### src/hdl/sai_cfg.svh
// Constants for the stack and indirect addressing block
`ifndef SAI_CFG_SVH
`define SAI_CFG_SVH

// Stack
`define SAI_SP_EMPTY     5'h1F
`define SAI_SP_TOP       5'h0F
`define SAI_TOS_ZERO     15'h0000
`define SAI_TOS_LO_MSB   7
`define SAI_TOS_HI_LSB   8
`define SAI_TOS_MSB      14

// Pointer regions
`define SAI_TRAD_LAST    16'h0FFF
`define SAI_LIN_BASE     16'h2000
`define SAI_LIN_LAST     16'h29AF
`define SAI_RAM_SIZE     12'h050
`define SAI_RAM_BASE     7'h20
`define SAI_PORT0_OFS    7'h00
`define SAI_PORT1_OFS    7'h01
`define SAI_ZERO_BYTE    8'h00

// Register map, byte addresses
`define SAI_REG_CFG      8'h00
`define SAI_REG_SP       8'h04
`define SAI_REG_TOS_LO   8'h08
`define SAI_REG_TOS_HI   8'h0C
`define SAI_REG_FLAGS    8'h10
`define SAI_CFG_RST      1'b1
`define SAI_OVF_BIT      0
`define SAI_UNF_BIT      1
`define SAI_RESP_OKAY    2'h0
`define SAI_RESP_SLVERR  2'h2
`define SAI_ZERO_WORD    32'h0000_0000

`endif

### src/hdl/sai_pkg.sv
// Types shared by the stack and indirect addressing block
package sai_pkg;

  typedef struct packed {
    logic [7:0] ptr_high;
    logic [7:0] ptr_low;
    logic       write;
    logic [7:0] wdata;
  } sai_ind_req_t;

  typedef struct packed {
    logic [11:0] addr;
    logic        we;
    logic [7:0]  wdata;
  } sai_dmem_t;

  typedef enum logic [3:0] {
    SAI_REG_DATA   = 4'b0001,
    SAI_REG_SELF   = 4'b0010,
    SAI_REG_PROG   = 4'b0100,
    SAI_REG_UNIMPL = 4'b1000
  } sai_region_t;

  typedef enum logic [2:0] {
    SAI_IDLE   = 3'b001,
    SAI_ACCESS = 3'b010,
    SAI_EXTRA  = 3'b100
  } sai_ind_state_t;

endpackage

### src/hdl/sai_stack.sv
// Sixteen-entry return stack with pointer, top-of-stack view and fault flags
`timescale 1ns/1ps
`include "sai_cfg.svh"

module sai_stack
  import sai_pkg::*;
(
  // Clock and reset
  input  wire logic        ref_clk,
  input  wire logic        rst,
  // Configuration
  input  wire logic        fault_en,
  // Core side
  input  wire logic        push,
  input  wire logic [14:0] push_pc,
  input  wire logic        pop,
  output logic      [14:0] ret_pc,
  output logic             fault_reset,
  // Software side
  input  wire logic        sw_sp_wr,
  input  wire logic [4:0]  sw_sp,
  input  wire logic        sw_lo_wr,
  input  wire logic        sw_hi_wr,
  input  wire logic [7:0]  sw_byte,
  input  wire logic        ovf_clr,
  input  wire logic        unf_clr,
  output logic      [4:0]  sp,
  output logic      [14:0] tos,
  output logic             ovf,
  output logic             unf
);

  logic [14:0] entry [16];
  logic [4:0]  next_sp;
  logic        is_ovf;
  logic        is_unf;
  logic        fault;

  assign next_sp = sp + 5'h01;
  assign is_ovf  = push && (sp >= `SAI_SP_TOP) && (sp != `SAI_SP_EMPTY);
  assign is_unf  = pop && !push && (sp == `SAI_SP_EMPTY);
  assign fault   = fault_en && (is_ovf || is_unf);
  // Empty pointer reads zero with fault reset on, else indexes entry 0x0F
  assign tos = (sp == `SAI_SP_EMPTY && fault_en) ? `SAI_TOS_ZERO : entry[sp[3:0]];

  // =========================================================
  // Pointer
  always_ff @(posedge ref_clk)
  begin
    if (rst)
      sp <= `SAI_SP_EMPTY;
    else if (fault)
      sp <= `SAI_SP_EMPTY;
    else if (push)
      sp <= next_sp;
    else if (pop)
      sp <= sp - 5'h01;
    else if (sw_sp_wr)
      sp <= sw_sp;
  end

  // =========================================================
  // Entries: push writes the slot the incremented pointer names
  for (genvar i = 0; i < 16; i++)
  begin : g_entry
    always_ff @(posedge ref_clk)
    begin
      if (rst)
        entry[i] <= `SAI_TOS_ZERO;
      else if (push && !fault && next_sp[3:0] == 4'(i))
        entry[i] <= push_pc;
      else if (!push && !pop && sw_lo_wr && sp[3:0] == 4'(i))
        entry[i][`SAI_TOS_LO_MSB:0] <= sw_byte;
      else if (!push && !pop && sw_hi_wr && sp[3:0] == 4'(i))
        entry[i][`SAI_TOS_MSB:`SAI_TOS_HI_LSB] <= sw_byte[6:0];
    end
  end

  // =========================================================
  // Return value, fault pulse and sticky flags
  always_ff @(posedge ref_clk)
  begin
    if (rst)
      ret_pc <= `SAI_TOS_ZERO;
    else if (pop && !push)
      ret_pc <= entry[sp[3:0]];
  end

  always_ff @(posedge ref_clk)
  begin
    if (rst)
    begin
      fault_reset <= 1'b0;
      ovf         <= 1'b0;
      unf         <= 1'b0;
    end
    else
    begin
      fault_reset <= fault;
      ovf         <= is_ovf || (ovf && !ovf_clr);
      unf         <= is_unf || (unf && !unf_clr);
    end
  end

  reset_empty_a: assert property (@(posedge ref_clk) rst |=> sp == `SAI_SP_EMPTY)
    else $error("stack not empty after reset");
  empty_zero_a: assert property (@(posedge ref_clk) disable iff (rst)
    (sp == `SAI_SP_EMPTY && fault_en) |-> tos == `SAI_TOS_ZERO)
    else $error("empty stack top not zero");
  wrap_push_a: assert property (@(posedge ref_clk) disable iff (rst)
    (push && !fault_en && sp == `SAI_SP_TOP) |=> (sp == 5'h10 && entry[0] == $past(push_pc)))
    else $error("seventeenth push did not overwrite first entry");
  ovf_fault_a: assert property (@(posedge ref_clk) disable iff (rst)
    (is_ovf && fault_en) |=> (fault_reset && ovf && sp == `SAI_SP_EMPTY))
    else $error("overflow did not reset");
  unf_flag_a: assert property (@(posedge ref_clk) disable iff (rst)
    is_unf |=> unf ##1 (unf || $past(unf_clr)))
    else $error("underflow flag not set");
endmodule

### src/hdl/sai_indirect.sv
// Indirect pointer decoder onto data memory, linear view and program memory
`timescale 1ns/1ps
`include "sai_cfg.svh"

module sai_indirect
  import sai_pkg::*;
(
  // Clock and reset
  input  wire logic         ref_clk,
  input  wire logic         rst,
  // Core side
  input  wire logic         req_valid,
  input  sai_ind_req_t      req,
  output logic              req_ready,
  output logic              done,
  output logic [7:0]        rdata,
  // Memories
  output sai_dmem_t         dmem,
  input  wire logic [7:0]   dmem_rdata,
  output logic [14:0]       pmem_addr,
  input  wire logic [13:0]  pmem_rdata
);

  sai_ind_state_t state;
  sai_region_t    region;
  sai_region_t    next_region;
  logic [15:0]    ptr;
  logic [15:0]    lin_ofs;
  logic [4:0]     lin_bank;
  logic [6:0]     lin_idx;
  logic [11:0]    next_addr;

  assign req_ready = (state == SAI_IDLE);

  // =========================================================
  // Region decode
  always_comb
  begin
    ptr         = {req.ptr_high, req.ptr_low};
    lin_ofs     = ptr - `SAI_LIN_BASE;
    lin_bank    = 5'(lin_ofs[11:0] / `SAI_RAM_SIZE);
    lin_idx     = 7'(lin_ofs[11:0] % `SAI_RAM_SIZE);
    next_region = SAI_REG_UNIMPL;
    next_addr   = ptr[11:0];
    if (ptr[15])
      next_region = SAI_REG_PROG;
    else if (ptr <= `SAI_TRAD_LAST)
    begin
      if (ptr[6:0] == `SAI_PORT0_OFS || ptr[6:0] == `SAI_PORT1_OFS)
        next_region = SAI_REG_SELF;
      else
        next_region = SAI_REG_DATA;
    end
    else if (ptr >= `SAI_LIN_BASE && ptr <= `SAI_LIN_LAST)
    begin
      next_region = SAI_REG_DATA;
      next_addr   = {lin_bank, 7'(`SAI_RAM_BASE + lin_idx)};
    end
  end

  // =========================================================
  // Access sequence
  always_ff @(posedge ref_clk)
  begin
    if (rst)
    begin
      state     <= SAI_IDLE;
      region    <= SAI_REG_UNIMPL;
      dmem      <= '0;
      pmem_addr <= '0;
      rdata     <= `SAI_ZERO_BYTE;
      done      <= 1'b0;
    end
    else
    begin
      done <= 1'b0;
      case (state)
        SAI_IDLE:
          if (req_valid)
          begin
            region     <= next_region;
            dmem.addr  <= next_addr;
            dmem.wdata <= req.wdata;
            dmem.we    <= req.write && next_region == SAI_REG_DATA;
            pmem_addr  <= ptr[14:0];
            state      <= SAI_ACCESS;
          end
        SAI_ACCESS:
        begin
          dmem.we <= 1'b0;
          if (region == SAI_REG_PROG)
            state <= SAI_EXTRA;
          else
          begin
            rdata <= (region == SAI_REG_DATA) ? dmem_rdata : `SAI_ZERO_BYTE;
            done  <= 1'b1;
            state <= SAI_IDLE;
          end
        end
        SAI_EXTRA:
        begin
          rdata <= pmem_rdata[7:0];
          done  <= 1'b1;
          state <= SAI_IDLE;
        end
        default:
          state <= SAI_IDLE;
      endcase
    end
  end

  prog_extra_a: assert property (@(posedge ref_clk) disable iff (rst)
    (state == SAI_ACCESS && region == SAI_REG_PROG) |=> (state == SAI_EXTRA && !done) ##1 done)
    else $error("program access not one cycle longer");
  no_bad_write_a: assert property (@(posedge ref_clk) disable iff (rst)
    dmem.we |-> (region == SAI_REG_DATA && state == SAI_ACCESS))
    else $error("write outside data region");
  zero_read_a: assert property (@(posedge ref_clk) disable iff (rst)
    (state == SAI_ACCESS && region inside {SAI_REG_SELF, SAI_REG_UNIMPL})
      |=> (done && rdata == `SAI_ZERO_BYTE))
    else $error("port or unimplemented read not zero");
endmodule

### src/hdl/sai_top.sv
// Stack and indirect addressing block with its register slave
`timescale 1ns/1ps
`include "sai_cfg.svh"

module sai_top
  import sai_pkg::*;
(
  // Clock and reset
  input  wire logic         ref_clk,
  input  wire logic         rst,
  // Core stack requests
  input  wire logic         push,
  input  wire logic [14:0]  push_pc,
  input  wire logic         pop,
  output logic      [14:0]  ret_pc,
  output logic              stack_fault_reset,
  // Core indirect requests
  input  wire logic         ind_valid,
  input  sai_ind_req_t      ind_req,
  output logic              ind_ready,
  output logic              ind_done,
  output logic [7:0]        ind_rdata,
  // Data and program memory
  output sai_dmem_t         dmem,
  input  wire logic [7:0]   dmem_rdata,
  output logic [14:0]       pmem_addr,
  input  wire logic [13:0]  pmem_rdata,
  // AXI4-Lite write channels
  input  wire logic [7:0]   s_axi_awaddr,
  input  wire logic         s_axi_awvalid,
  output logic              s_axi_awready,
  input  wire logic [31:0]  s_axi_wdata,
  input  wire logic [3:0]   s_axi_wstrb,
  input  wire logic         s_axi_wvalid,
  output logic              s_axi_wready,
  output logic [1:0]        s_axi_bresp,
  output logic              s_axi_bvalid,
  input  wire logic         s_axi_bready,
  // AXI4-Lite read channels
  input  wire logic [7:0]   s_axi_araddr,
  input  wire logic         s_axi_arvalid,
  output logic              s_axi_arready,
  output logic [31:0]       s_axi_rdata,
  output logic [1:0]        s_axi_rresp,
  output logic              s_axi_rvalid,
  input  wire logic         s_axi_rready
);

  logic        stack_fault_reset_enable;
  logic [4:0]  stack_pointer_value;
  logic [14:0] tos;
  logic        stack_overflow_flag;
  logic        stack_underflow_flag;
  logic        aw_held;
  logic [7:0]  aw_addr;
  logic        w_held;
  logic [31:0] w_data;
  logic        w_lane0;
  logic        wr_fire;
  logic        wr_hit;
  logic        sp_wr;
  logic        lo_wr;
  logic        hi_wr;
  logic        ovf_clr;
  logic        unf_clr;
  logic        cfg_wr;
  logic [31:0] next_rdata;
  logic        next_rerr;

  // =========================================================
  // Write channel capture: address and data in either order
  assign s_axi_awready = !aw_held;
  assign s_axi_wready  = !w_held;
  assign wr_fire       = aw_held && w_held && !s_axi_bvalid;

  always_ff @(posedge ref_clk)
  begin
    if (rst)
    begin
      aw_held <= 1'b0;
      aw_addr <= '0;
    end
    else if (s_axi_awvalid && s_axi_awready)
    begin
      aw_held <= 1'b1;
      aw_addr <= s_axi_awaddr;
    end
    else if (wr_fire)
      aw_held <= 1'b0;
  end

  always_ff @(posedge ref_clk)
  begin
    if (rst)
    begin
      w_held  <= 1'b0;
      w_data  <= `SAI_ZERO_WORD;
      w_lane0 <= 1'b0;
    end
    else if (s_axi_wvalid && s_axi_wready)
    begin
      w_held  <= 1'b1;
      w_data  <= s_axi_wdata;
      w_lane0 <= s_axi_wstrb[0];
    end
    else if (wr_fire)
      w_held <= 1'b0;
  end

  // =========================================================
  // Write decode; every field lives in byte lane 0
  always_comb
  begin
    cfg_wr  = 1'b0;
    sp_wr   = 1'b0;
    lo_wr   = 1'b0;
    hi_wr   = 1'b0;
    ovf_clr = 1'b0;
    unf_clr = 1'b0;
    wr_hit  = 1'b1;
    if (aw_addr == `SAI_REG_CFG)
      cfg_wr = wr_fire && w_lane0;
    else if (aw_addr == `SAI_REG_SP)
      sp_wr = wr_fire && w_lane0;
    else if (aw_addr == `SAI_REG_TOS_LO)
      lo_wr = wr_fire && w_lane0;
    else if (aw_addr == `SAI_REG_TOS_HI)
      hi_wr = wr_fire && w_lane0;
    else if (aw_addr == `SAI_REG_FLAGS)
    begin
      ovf_clr = wr_fire && w_lane0 && w_data[`SAI_OVF_BIT];
      unf_clr = wr_fire && w_lane0 && w_data[`SAI_UNF_BIT];
    end
    else
      wr_hit = 1'b0;
  end

  always_ff @(posedge ref_clk)
  begin
    if (rst)
    begin
      s_axi_bvalid <= 1'b0;
      s_axi_bresp  <= `SAI_RESP_OKAY;
    end
    else if (wr_fire)
    begin
      s_axi_bvalid <= 1'b1;
      s_axi_bresp  <= wr_hit ? `SAI_RESP_OKAY : `SAI_RESP_SLVERR;
    end
    else if (s_axi_bready)
      s_axi_bvalid <= 1'b0;
  end

  // Fault reset is the option that steers the stack
  always_ff @(posedge ref_clk)
  begin
    if (rst)
      stack_fault_reset_enable <= `SAI_CFG_RST;
    else if (cfg_wr)
      stack_fault_reset_enable <= w_data[0];
  end

  // =========================================================
  // Read channel; answer one cycle after the address is taken
  assign s_axi_arready = !s_axi_rvalid;

  always_comb
  begin
    next_rdata = `SAI_ZERO_WORD;
    next_rerr  = 1'b0;
    if (s_axi_araddr == `SAI_REG_CFG)
      next_rdata[0] = stack_fault_reset_enable;
    else if (s_axi_araddr == `SAI_REG_SP)
      next_rdata[4:0] = stack_pointer_value;
    else if (s_axi_araddr == `SAI_REG_TOS_LO)
      next_rdata[7:0] = tos[`SAI_TOS_LO_MSB:0];
    else if (s_axi_araddr == `SAI_REG_TOS_HI)
      next_rdata[6:0] = tos[`SAI_TOS_MSB:`SAI_TOS_HI_LSB];
    else if (s_axi_araddr == `SAI_REG_FLAGS)
    begin
      next_rdata[`SAI_OVF_BIT] = stack_overflow_flag;
      next_rdata[`SAI_UNF_BIT] = stack_underflow_flag;
    end
    else
      next_rerr = 1'b1;
  end

  always_ff @(posedge ref_clk)
  begin
    if (rst)
    begin
      s_axi_rvalid <= 1'b0;
      s_axi_rdata  <= `SAI_ZERO_WORD;
      s_axi_rresp  <= `SAI_RESP_OKAY;
    end
    else if (s_axi_arvalid && s_axi_arready)
    begin
      s_axi_rvalid <= 1'b1;
      s_axi_rdata  <= next_rdata;
      s_axi_rresp  <= next_rerr ? `SAI_RESP_SLVERR : `SAI_RESP_OKAY;
    end
    else if (s_axi_rready)
      s_axi_rvalid <= 1'b0;
  end

  // =========================================================
  // Stack and indirect decoder
  sai_stack u_stack (
    .ref_clk     (ref_clk),
    .rst         (rst),
    .fault_en    (stack_fault_reset_enable),
    .push        (push),
    .push_pc     (push_pc),
    .pop         (pop),
    .ret_pc      (ret_pc),
    .fault_reset (stack_fault_reset),
    .sw_sp_wr    (sp_wr),
    .sw_sp       (w_data[4:0]),
    .sw_lo_wr    (lo_wr),
    .sw_hi_wr    (hi_wr),
    .sw_byte     (w_data[7:0]),
    .ovf_clr     (ovf_clr),
    .unf_clr     (unf_clr),
    .sp          (stack_pointer_value),
    .tos         (tos),
    .ovf         (stack_overflow_flag),
    .unf         (stack_underflow_flag)
  );

  sai_indirect u_indirect (
    .ref_clk    (ref_clk),
    .rst        (rst),
    .req_valid  (ind_valid),
    .req        (ind_req),
    .req_ready  (ind_ready),
    .done       (ind_done),
    .rdata      (ind_rdata),
    .dmem       (dmem),
    .dmem_rdata (dmem_rdata),
    .pmem_addr  (pmem_addr),
    .pmem_rdata (pmem_rdata)
  );

  disabled_tos_a: assert property (@(posedge ref_clk) disable iff (rst)
    (stack_pointer_value == `SAI_SP_EMPTY && !stack_fault_reset_enable)
      |-> tos == u_stack.entry[15])
    else $error("empty stack top not entry 0x0F");
  unf_fault_a: assert property (@(posedge ref_clk) disable iff (rst)
    (pop && !push && stack_pointer_value == `SAI_SP_EMPTY && stack_fault_reset_enable)
      |=> (stack_fault_reset && stack_underflow_flag))
    else $error("underflow did not reset");
  push_order_a: assert property (@(posedge ref_clk) disable iff (rst)
    (push && stack_pointer_value < `SAI_SP_TOP)
      |=> (stack_pointer_value == $past(stack_pointer_value) + 5'h01 && tos == $past(push_pc)))
    else $error("push did not increment then write");
  data_done_a: assert property (@(posedge ref_clk) disable iff (rst)
    (ind_valid && ind_ready && !ind_req.ptr_high[7]) |=> !ind_done ##1 ind_done)
    else $error("data access not done in two cycles");
endmodule

### config.mk
export PLATFORM = sky130hd
export DESIGN_NAME = sai_top
export DESIGN_NICKNAME = d
export VERILOG_FILES = /design/src/hdl/sai_pkg.sv /design/src/hdl/sai_stack.sv /design/src/hdl/sai_indirect.sv /design/src/hdl/sai_top.sv
export VERILOG_INCLUDE_DIRS = /design/src /design/src/hdl
export SDC_FILE = /design/constraint.sdc
export NUM_CORES = 1
export LEC_CHECK = 0
export BUFFER_PORTS_ARGS = -buffer_cell sky130_fd_sc_hd__buf_2
export CORE_MARGIN = 3
export CORE_UTILIZATION = 45
export CTS_CLUSTER_DIAMETER = 60
export CTS_CLUSTER_SIZE = 24
export DETAILED_ROUTE_END_ITERATION = 7
export GPL_TIMING_DRIVEN = 0
export PLACE_DENSITY = 0.74
export SLEW_MARGIN = 20
export SYNTH_ARGS = -nofsm -noshare
export SYNTH_HDL_FRONTEND = slang
export SYNTH_SLANG_ARGS = --single-unit
### constraint.sdc
create_clock -name ref_clk -period 3.55 [get_ports ref_clk]
set_clock_uncertainty 0.15 [all_clocks]
set_input_delay 0.8875 -clock ref_clk [delete_from_list [all_inputs] [get_ports ref_clk]]
set_output_delay 0.8875 -clock ref_clk [all_outputs]
set_load 0.02 [all_outputs]
==> summary.txt, run 1 <==
Status - complete, no violations
Max_cap viols - 0
Core box area - 39100 µm²
CTS Buffer Depth - 3
Placed Instances - 2239
Layout cell share with drive strength beyond 1 - 24.7%
Fill cells - 3362
Final Net Count - 1886
Slowest stage delay, CP - 0.52 ns
Yosys top cell by area - edfxtp_1
First-pass GRT wire length - 88400 µm
Root Driver - clkbuf_16
Gr ovfl total - 0
Worst-margin pin slew - 1.17 ns
Fin. Hold Viols - 0
HP Class - reg -> reg
Leakage - 7.77 nW
Number of global-route vias before repair - 13800
CP delay by family, top - buffers and inverters
Via Count - 14500
Worst EP arrival - 3.84 ns
Critical Path Most Common Cell - buf_2
Die width - 206 µm
Critical path launch point type - flip-flop
Crit-path slowest cell - a31oi_1
Multi-input combinational cell area - 7890 µm²
Yosys reg bits - 348
Cts bufs inserted - 29
Top post-synthesis cells by count - a22o_1 (240), edfxtp_1 (240), nand2_1 (180), nor2_1 (110), dfxtp_1 (108)
Min cycle time layout - 3.48 ns
Mapped Area - 18000 µm²
Slew margin rel. - 21.7%
# DRC - 0
CTS tree - yes
Final period utilization - 98.1%
Total power - 10.7 mW
Clk Latency, worst-skew pair - 0.58 ns
Kind of critical path - reg -> reg
Mapped Cells - 1540
Via density - 6.32
Crit path buf inv count - 4
Sink Count - 348
CTS clk-pin slew, worst paths - 0.08 ns
RSZ-0062 raised after global routing - no
Largest net degree at the start of global routing - 25
Detail Placement HPWL - 45000 µm
Detailed-route wire length - 60000 µm
Routability cong. - 0.996
Register area share after synthesis - 51.9%
Yosys cell types - 86
Crit path cell chain - clkbuf_1, buf_2, buf_2, buf_2, mux4_2, nand2_1, a31oi_1, o211ai_1, a21oi_1
Hold WS - 0.295 ns
H-Tree Depth - 1
Drt wl/cell - 26.2 µm
Fraction of registers with async set or reset after synthesis - 0%
Die Y - 206 µm
Row count - 72
Yosys Warn Count - 0
Register area - 9370 µm²
Predominant post-synthesis flop cell - edfxtp_1
IR drop worst, VDD - 0.461 mV
Syn_area_per_cell - 11.7 µm²
Setup crit end kind - flip-flop
Area Growth Syn to Fin - 15.1%
Finished Layout Cells - 2295
Number of antenna-violating nets in the routed design - 0
Drt first-iter violations - 1673
PwrDens - 517 nW/µm²
Final setup viols - 0
Die area - 42500 µm²
Gr usage total - 28.0%
Port buffer count - 145
Data required time of the worst path - 3.90 ns
Area contributors post-synth - edfxtp_1 (40%), dfxtp_1 (12%), a22o_1 (12%)
Synth top area share - 40.0%
Highest Clock Rate - 0.287 GHz
Final slew viol count - 0
Antenna violations before repair - 2
CP Max Fanout - 10
Boundary Pins - 227
Setup_tns - 0 ns
First-pass iteration count of the detailed router - 5
EDFF count, synth - 240
Starting Density - 46.1%
-- final timing paths --
path | start | to | slack, ns | depth (start not counted)
worst max-delay path | flip-flop | s_axi_rdata[5] | 0.07 | 9
worst min-delay path | s_axi_rdata[0] | s_axi_rdata[0] | 0.30 | 2
worst max register to register | flip-flop | s_axi_rdata[5] | 0.07 | 9
worst min register to register | s_axi_rdata[0] | s_axi_rdata[0] | 0.30 | 2
-- tightest hold or removal path: stages, from the launching register on --
cell	delay, ns
dfxtp_1	0.31
nand2_1	0.05
nand2_1	0.04
-- where the power goes --
| part | switching (mW) | internal (mW) |
|---|---|---|
| combinational | 1.60 | 0.843 |
| clock | 1.85 | 1.71 |
| sequential | 0.124 | 4.61 |
-- placed cells by master, fill, tap and decap left out, types with 30 or more instances in the layout --
cell       count
clkbuf_1      80
a22o_1       240
edfxtp_1     240
buf_2        173
clkbuf_16     30
nor2_1       106
nand2_1      179
buf_4         49
a21oi_1       79
dfxtp_1      107
mux4_2        64
-- layout make-up --
type | instances | area share [%]
repair buffers | 159 | 4.00
clock inverters | 23 | 1.56
multi-input cells | 1023 | 38.0
flip-flops and latches | 348 | 45.1
well taps | 518 | 3.12
plain buffers | 176 | 4.26
diodes | 1 | 0.0121
clock buffers | 30 | 3.62
inverters | 17 | 0.307
-- cells by family (layout without fill, tap and decap cells) --
logic type	after synthesis	after routing	share of synthesized area, %
AO/OA/AOI/OAI	466	466	19.6
AND/OR/NAND/NOR	432	432	12.4
flip-flops	348	348	51.9
buffers and inverters	194	405	5.24
multiplexers	85	85	9.79
adder cells (fa/ha/maj)	8	8	0.555
XOR/XNOR	6	6	0.375
other	1	27	0.0208
-- routing by layer --
metal | vias to the layer above | GRT usage, % | routed length, µm
li1 | 6291 | - | -
met1 | 7125 | 37.4 | 22700
met2 | 957 | 45.0 | 27800
met3 | 136 | 5.32 | 6580
met4 | 2 | 11.5 | 2910
met5 | - | 0 | 9
-- state kept, by name (all words and copies together), names as in the netlist, 3 cells and up, named ones only --
register,count
u_stack.entry,240
u_indirect.dmem,21
u_stack.ret_pc,15
u_indirect.pmem_addr,12
aw_addr,8
s_axi_rdata,8
u_indirect.rdata,8
w_data,8
u_stack.sp,5
u_indirect.region,4
u_indirect.state,3
-- timing repair --
item | in CTS | in global routing
hold endpoints to repair | 0 | 0
endpoints found under the setup margin | 362 | 261
resized for setup | 8 | 16
pin swaps | 0 | 2
buffers inserted | 0 | 3
hold buffers | 0 | 0
-- stage by stage --
stage	area, µm²	util, %	worst slack (ns)
finish	20800	53.1	0.0666
global route	20800	53.1	0.0264
CTS	20700	52.9	0.00949
detailed placement	19600	50.1	-0.325
global placement	19500	49.9	-0.670
floorplan	18100	-	0.445
(Power assumes the default switching activity.)
==> run 2: changes to the inputs <==
==> constraint.sdc (replaced) <==
create_clock -name ref_clk -period 3.55 [get_ports ref_clk]
set_clock_uncertainty 0.15 [all_clocks]
set_input_delay 0.1775 -clock ref_clk [delete_from_list [all_inputs] [get_ports ref_clk]]
set_output_delay 0.1775 -clock ref_clk [all_outputs]
set_load 0.02 [all_outputs]
==> run 2 against run 1 <==
Net effect: die area did not move; combinational power is 3% higher; global-route usage up 0.80 points; count of clock-buffer cells in the layout unchanged; sequential cell count unchanged; core utilization increased by 2.2 points; register-to-register slack is essentially flat; sequential share of layout area decreased by 1.8 points; maximum frequency is 0.36% lower; clock power barely moved; critical endpoint unchanged; largest power group unchanged.
==> summary.txt, run 2 (synthesized netlist as in run 1, its figures left out) <==
Largest register FFs - 240
CTS tree - yes
Core box area - 39100 µm²
Internal - 7.22 mW
Detail Placement HPWL - 45000 µm
Clk Latency, worst-skew pair - 0.59 ns
CP Max Fanout - 10
Drt wl/cell - 26.0 µm
Worst-margin pin slew - 1.15 ns
Critical path launch point type - flip-flop
Die width - 206 µm
Layout cell share with drive strength beyond 1 - 23.7%
Port buffer count - 145
Dpl ws - -0.325 ns
Final slew viol count - 0
Status - complete, no violations
Sink Count - 348
Regs by FF count - u_stack.entry: 240 flops, u_indirect.dmem: 21 flops, u_stack.ret_pc: 15 flops
Routability cong. - 0.996
P_sw - 3.59 mW
Setup ws final - 0.0541 ns
Leakage - 8.10 nW
Total power - 10.8 mW
Die area - 42500 µm²
Number of global-route vias before repair - 14400
IR drop worst, VDD - 0.459 mV
Slew margin rel. - 22.6%
Drt first-iter violations - 1796
Min cycle time layout - 3.50 ns
Final period utilization - 98.5%
Row count - 72
Via Count - 15000
Via density - 6.30
Setup_tns - 0 ns
Layout Utilization - 55.3%
Boundary Pins - 227
Data required time of the worst path - 3.90 ns
Fill cells - 3252
Die Y - 206 µm
Switching part of the total - 33.2%
CTS clk-pin slew, worst paths - 0.08 ns
Clock power share - 32.9%
Starting Density - 46.1%
Placed inst area - 19600 µm²
Fin. Hold Viols - 0
Detailed-route wire length - 62000 µm
Setup crit end kind - flip-flop
First-pass GRT wire length - 91200 µm
Highest Clock Rate - 0.286 GHz
# DRC - 0
Combinational share of power - 23.3%
Biggest register - u_stack.entry
Antenna violations before repair - 2
HP Class - in -> reg
Sequential share of power - 43.8%
Max_cap viols - 0
First-pass iteration count of the detailed router - 8
H-Tree Depth - 1
PwrDens - 500 nW/µm²
Finished Layout Cells - 2379
Final instance area - 21600 µm²
Final setup viols - 0
Cts bufs inserted - 29
Most frequent cells in the layout - a22o_1 (240), edfxtp_1 (240), nand2_1 (178), buf_2 (173)
Gr ovfl total - 0
Worst EP arrival - 3.85 ns
Final Net Count - 1969
Largest net degree at the start of global routing - 25
CTS Buffer Depth - 3
Root Driver - clkbuf_16
Gr usage total - 28.8%
Area Growth Syn to Fin - 19.8%
Placed Instances - 2239
RSZ-0062 raised after global routing - no
Hold WS - 0.0316 ns
Number of antenna-violating nets in the routed design - 0
Kind of critical path - reg -> reg
==> run 2: cell types whose count changed in the layout (fill, tap and decap cells not counted), sizes merged <==
cell / before / now
dlygate4sd3: 0 / 83
diode: 1 / 2
==> run 2: layer usage <==
metal | vias up | routed length [µm] | GRT usage (%)
li1 | 6460 | - | -
met1 | 7336 | 23500 | 38.4
met2 | 1047 | 28900 | 46.7
met3 | 155 | 6510 | 4.95
met4 | 0 | 3060 | 12.0
met5 | - | 0 | 0
==> run 2: repair_timing <==
item                                    CTS  global route
resized for setup                         8            18
buffers inserted                          0             3
pin swaps                                 0             2
hold endpoints to repair                123             0
endpoints found under the setup margin  362           257
hold buffers                             83             0
==> run 2: path summary, 6_finish.rpt <==
kind	from	end	slack, ns	cells after the start
worst max-delay path	flip-flop	s_axi_rdata[5]	0.05	9
worst min register to register	s_axi_rdata[0]	s_axi_rdata[0]	0.30	2
worst max register to register	flip-flop	s_axi_rdata[5]	0.05	9
worst min-delay path	pop	u_stack.sp[0]	0.03	3
==> run 2: final cells by class <==
cell class / count / area [µm²] / share of cell area [%]
Sequential cell: 348 / 9370 / 43.4
Timing Repair Buffer: 242 / 1660 / 7.69
Antenna cell: 2 / 5.00 / 0.0232
Buffer: 176 / 885 / 4.09
Multi-Input combinational cell: 1023 / 7900 / 36.5
Tap cell: 518 / 648 / 3.00
Clock buffer: 30 / 751 / 3.48
Inverter: 17 / 63.8 / 0.295
Clock inverter: 23 / 324 / 1.50
==> run 2: worst max-delay path, cell delays in order (launching register included) <==
cell and delay, ns:
dfxtp_1 0.43, clkbuf_1 0.33, buf_2 0.50, buf_2 0.44, buf_2 0.34, mux4_2 0.28
nand2_1 0.06, a31oi_1 0.54, o211ai_1 0.17, a21oi_1 0.16
==> run 2: power by group through the flow <==
| stage | registers (mW) | logic (mW) | clock network (mW) |
|---|---|---|---|
| after floorplan | 4.83 | 1.49 | 0 |
| after global placement | 4.81 | 2.32 | 0 |
| after detailed placement | 4.82 | 2.35 | 0 |
| after CTS | 4.72 | 2.44 | 3.57 |
| after global routing | 4.75 | 2.62 | 3.73 |
| final | 4.73 | 2.52 | 3.55 |
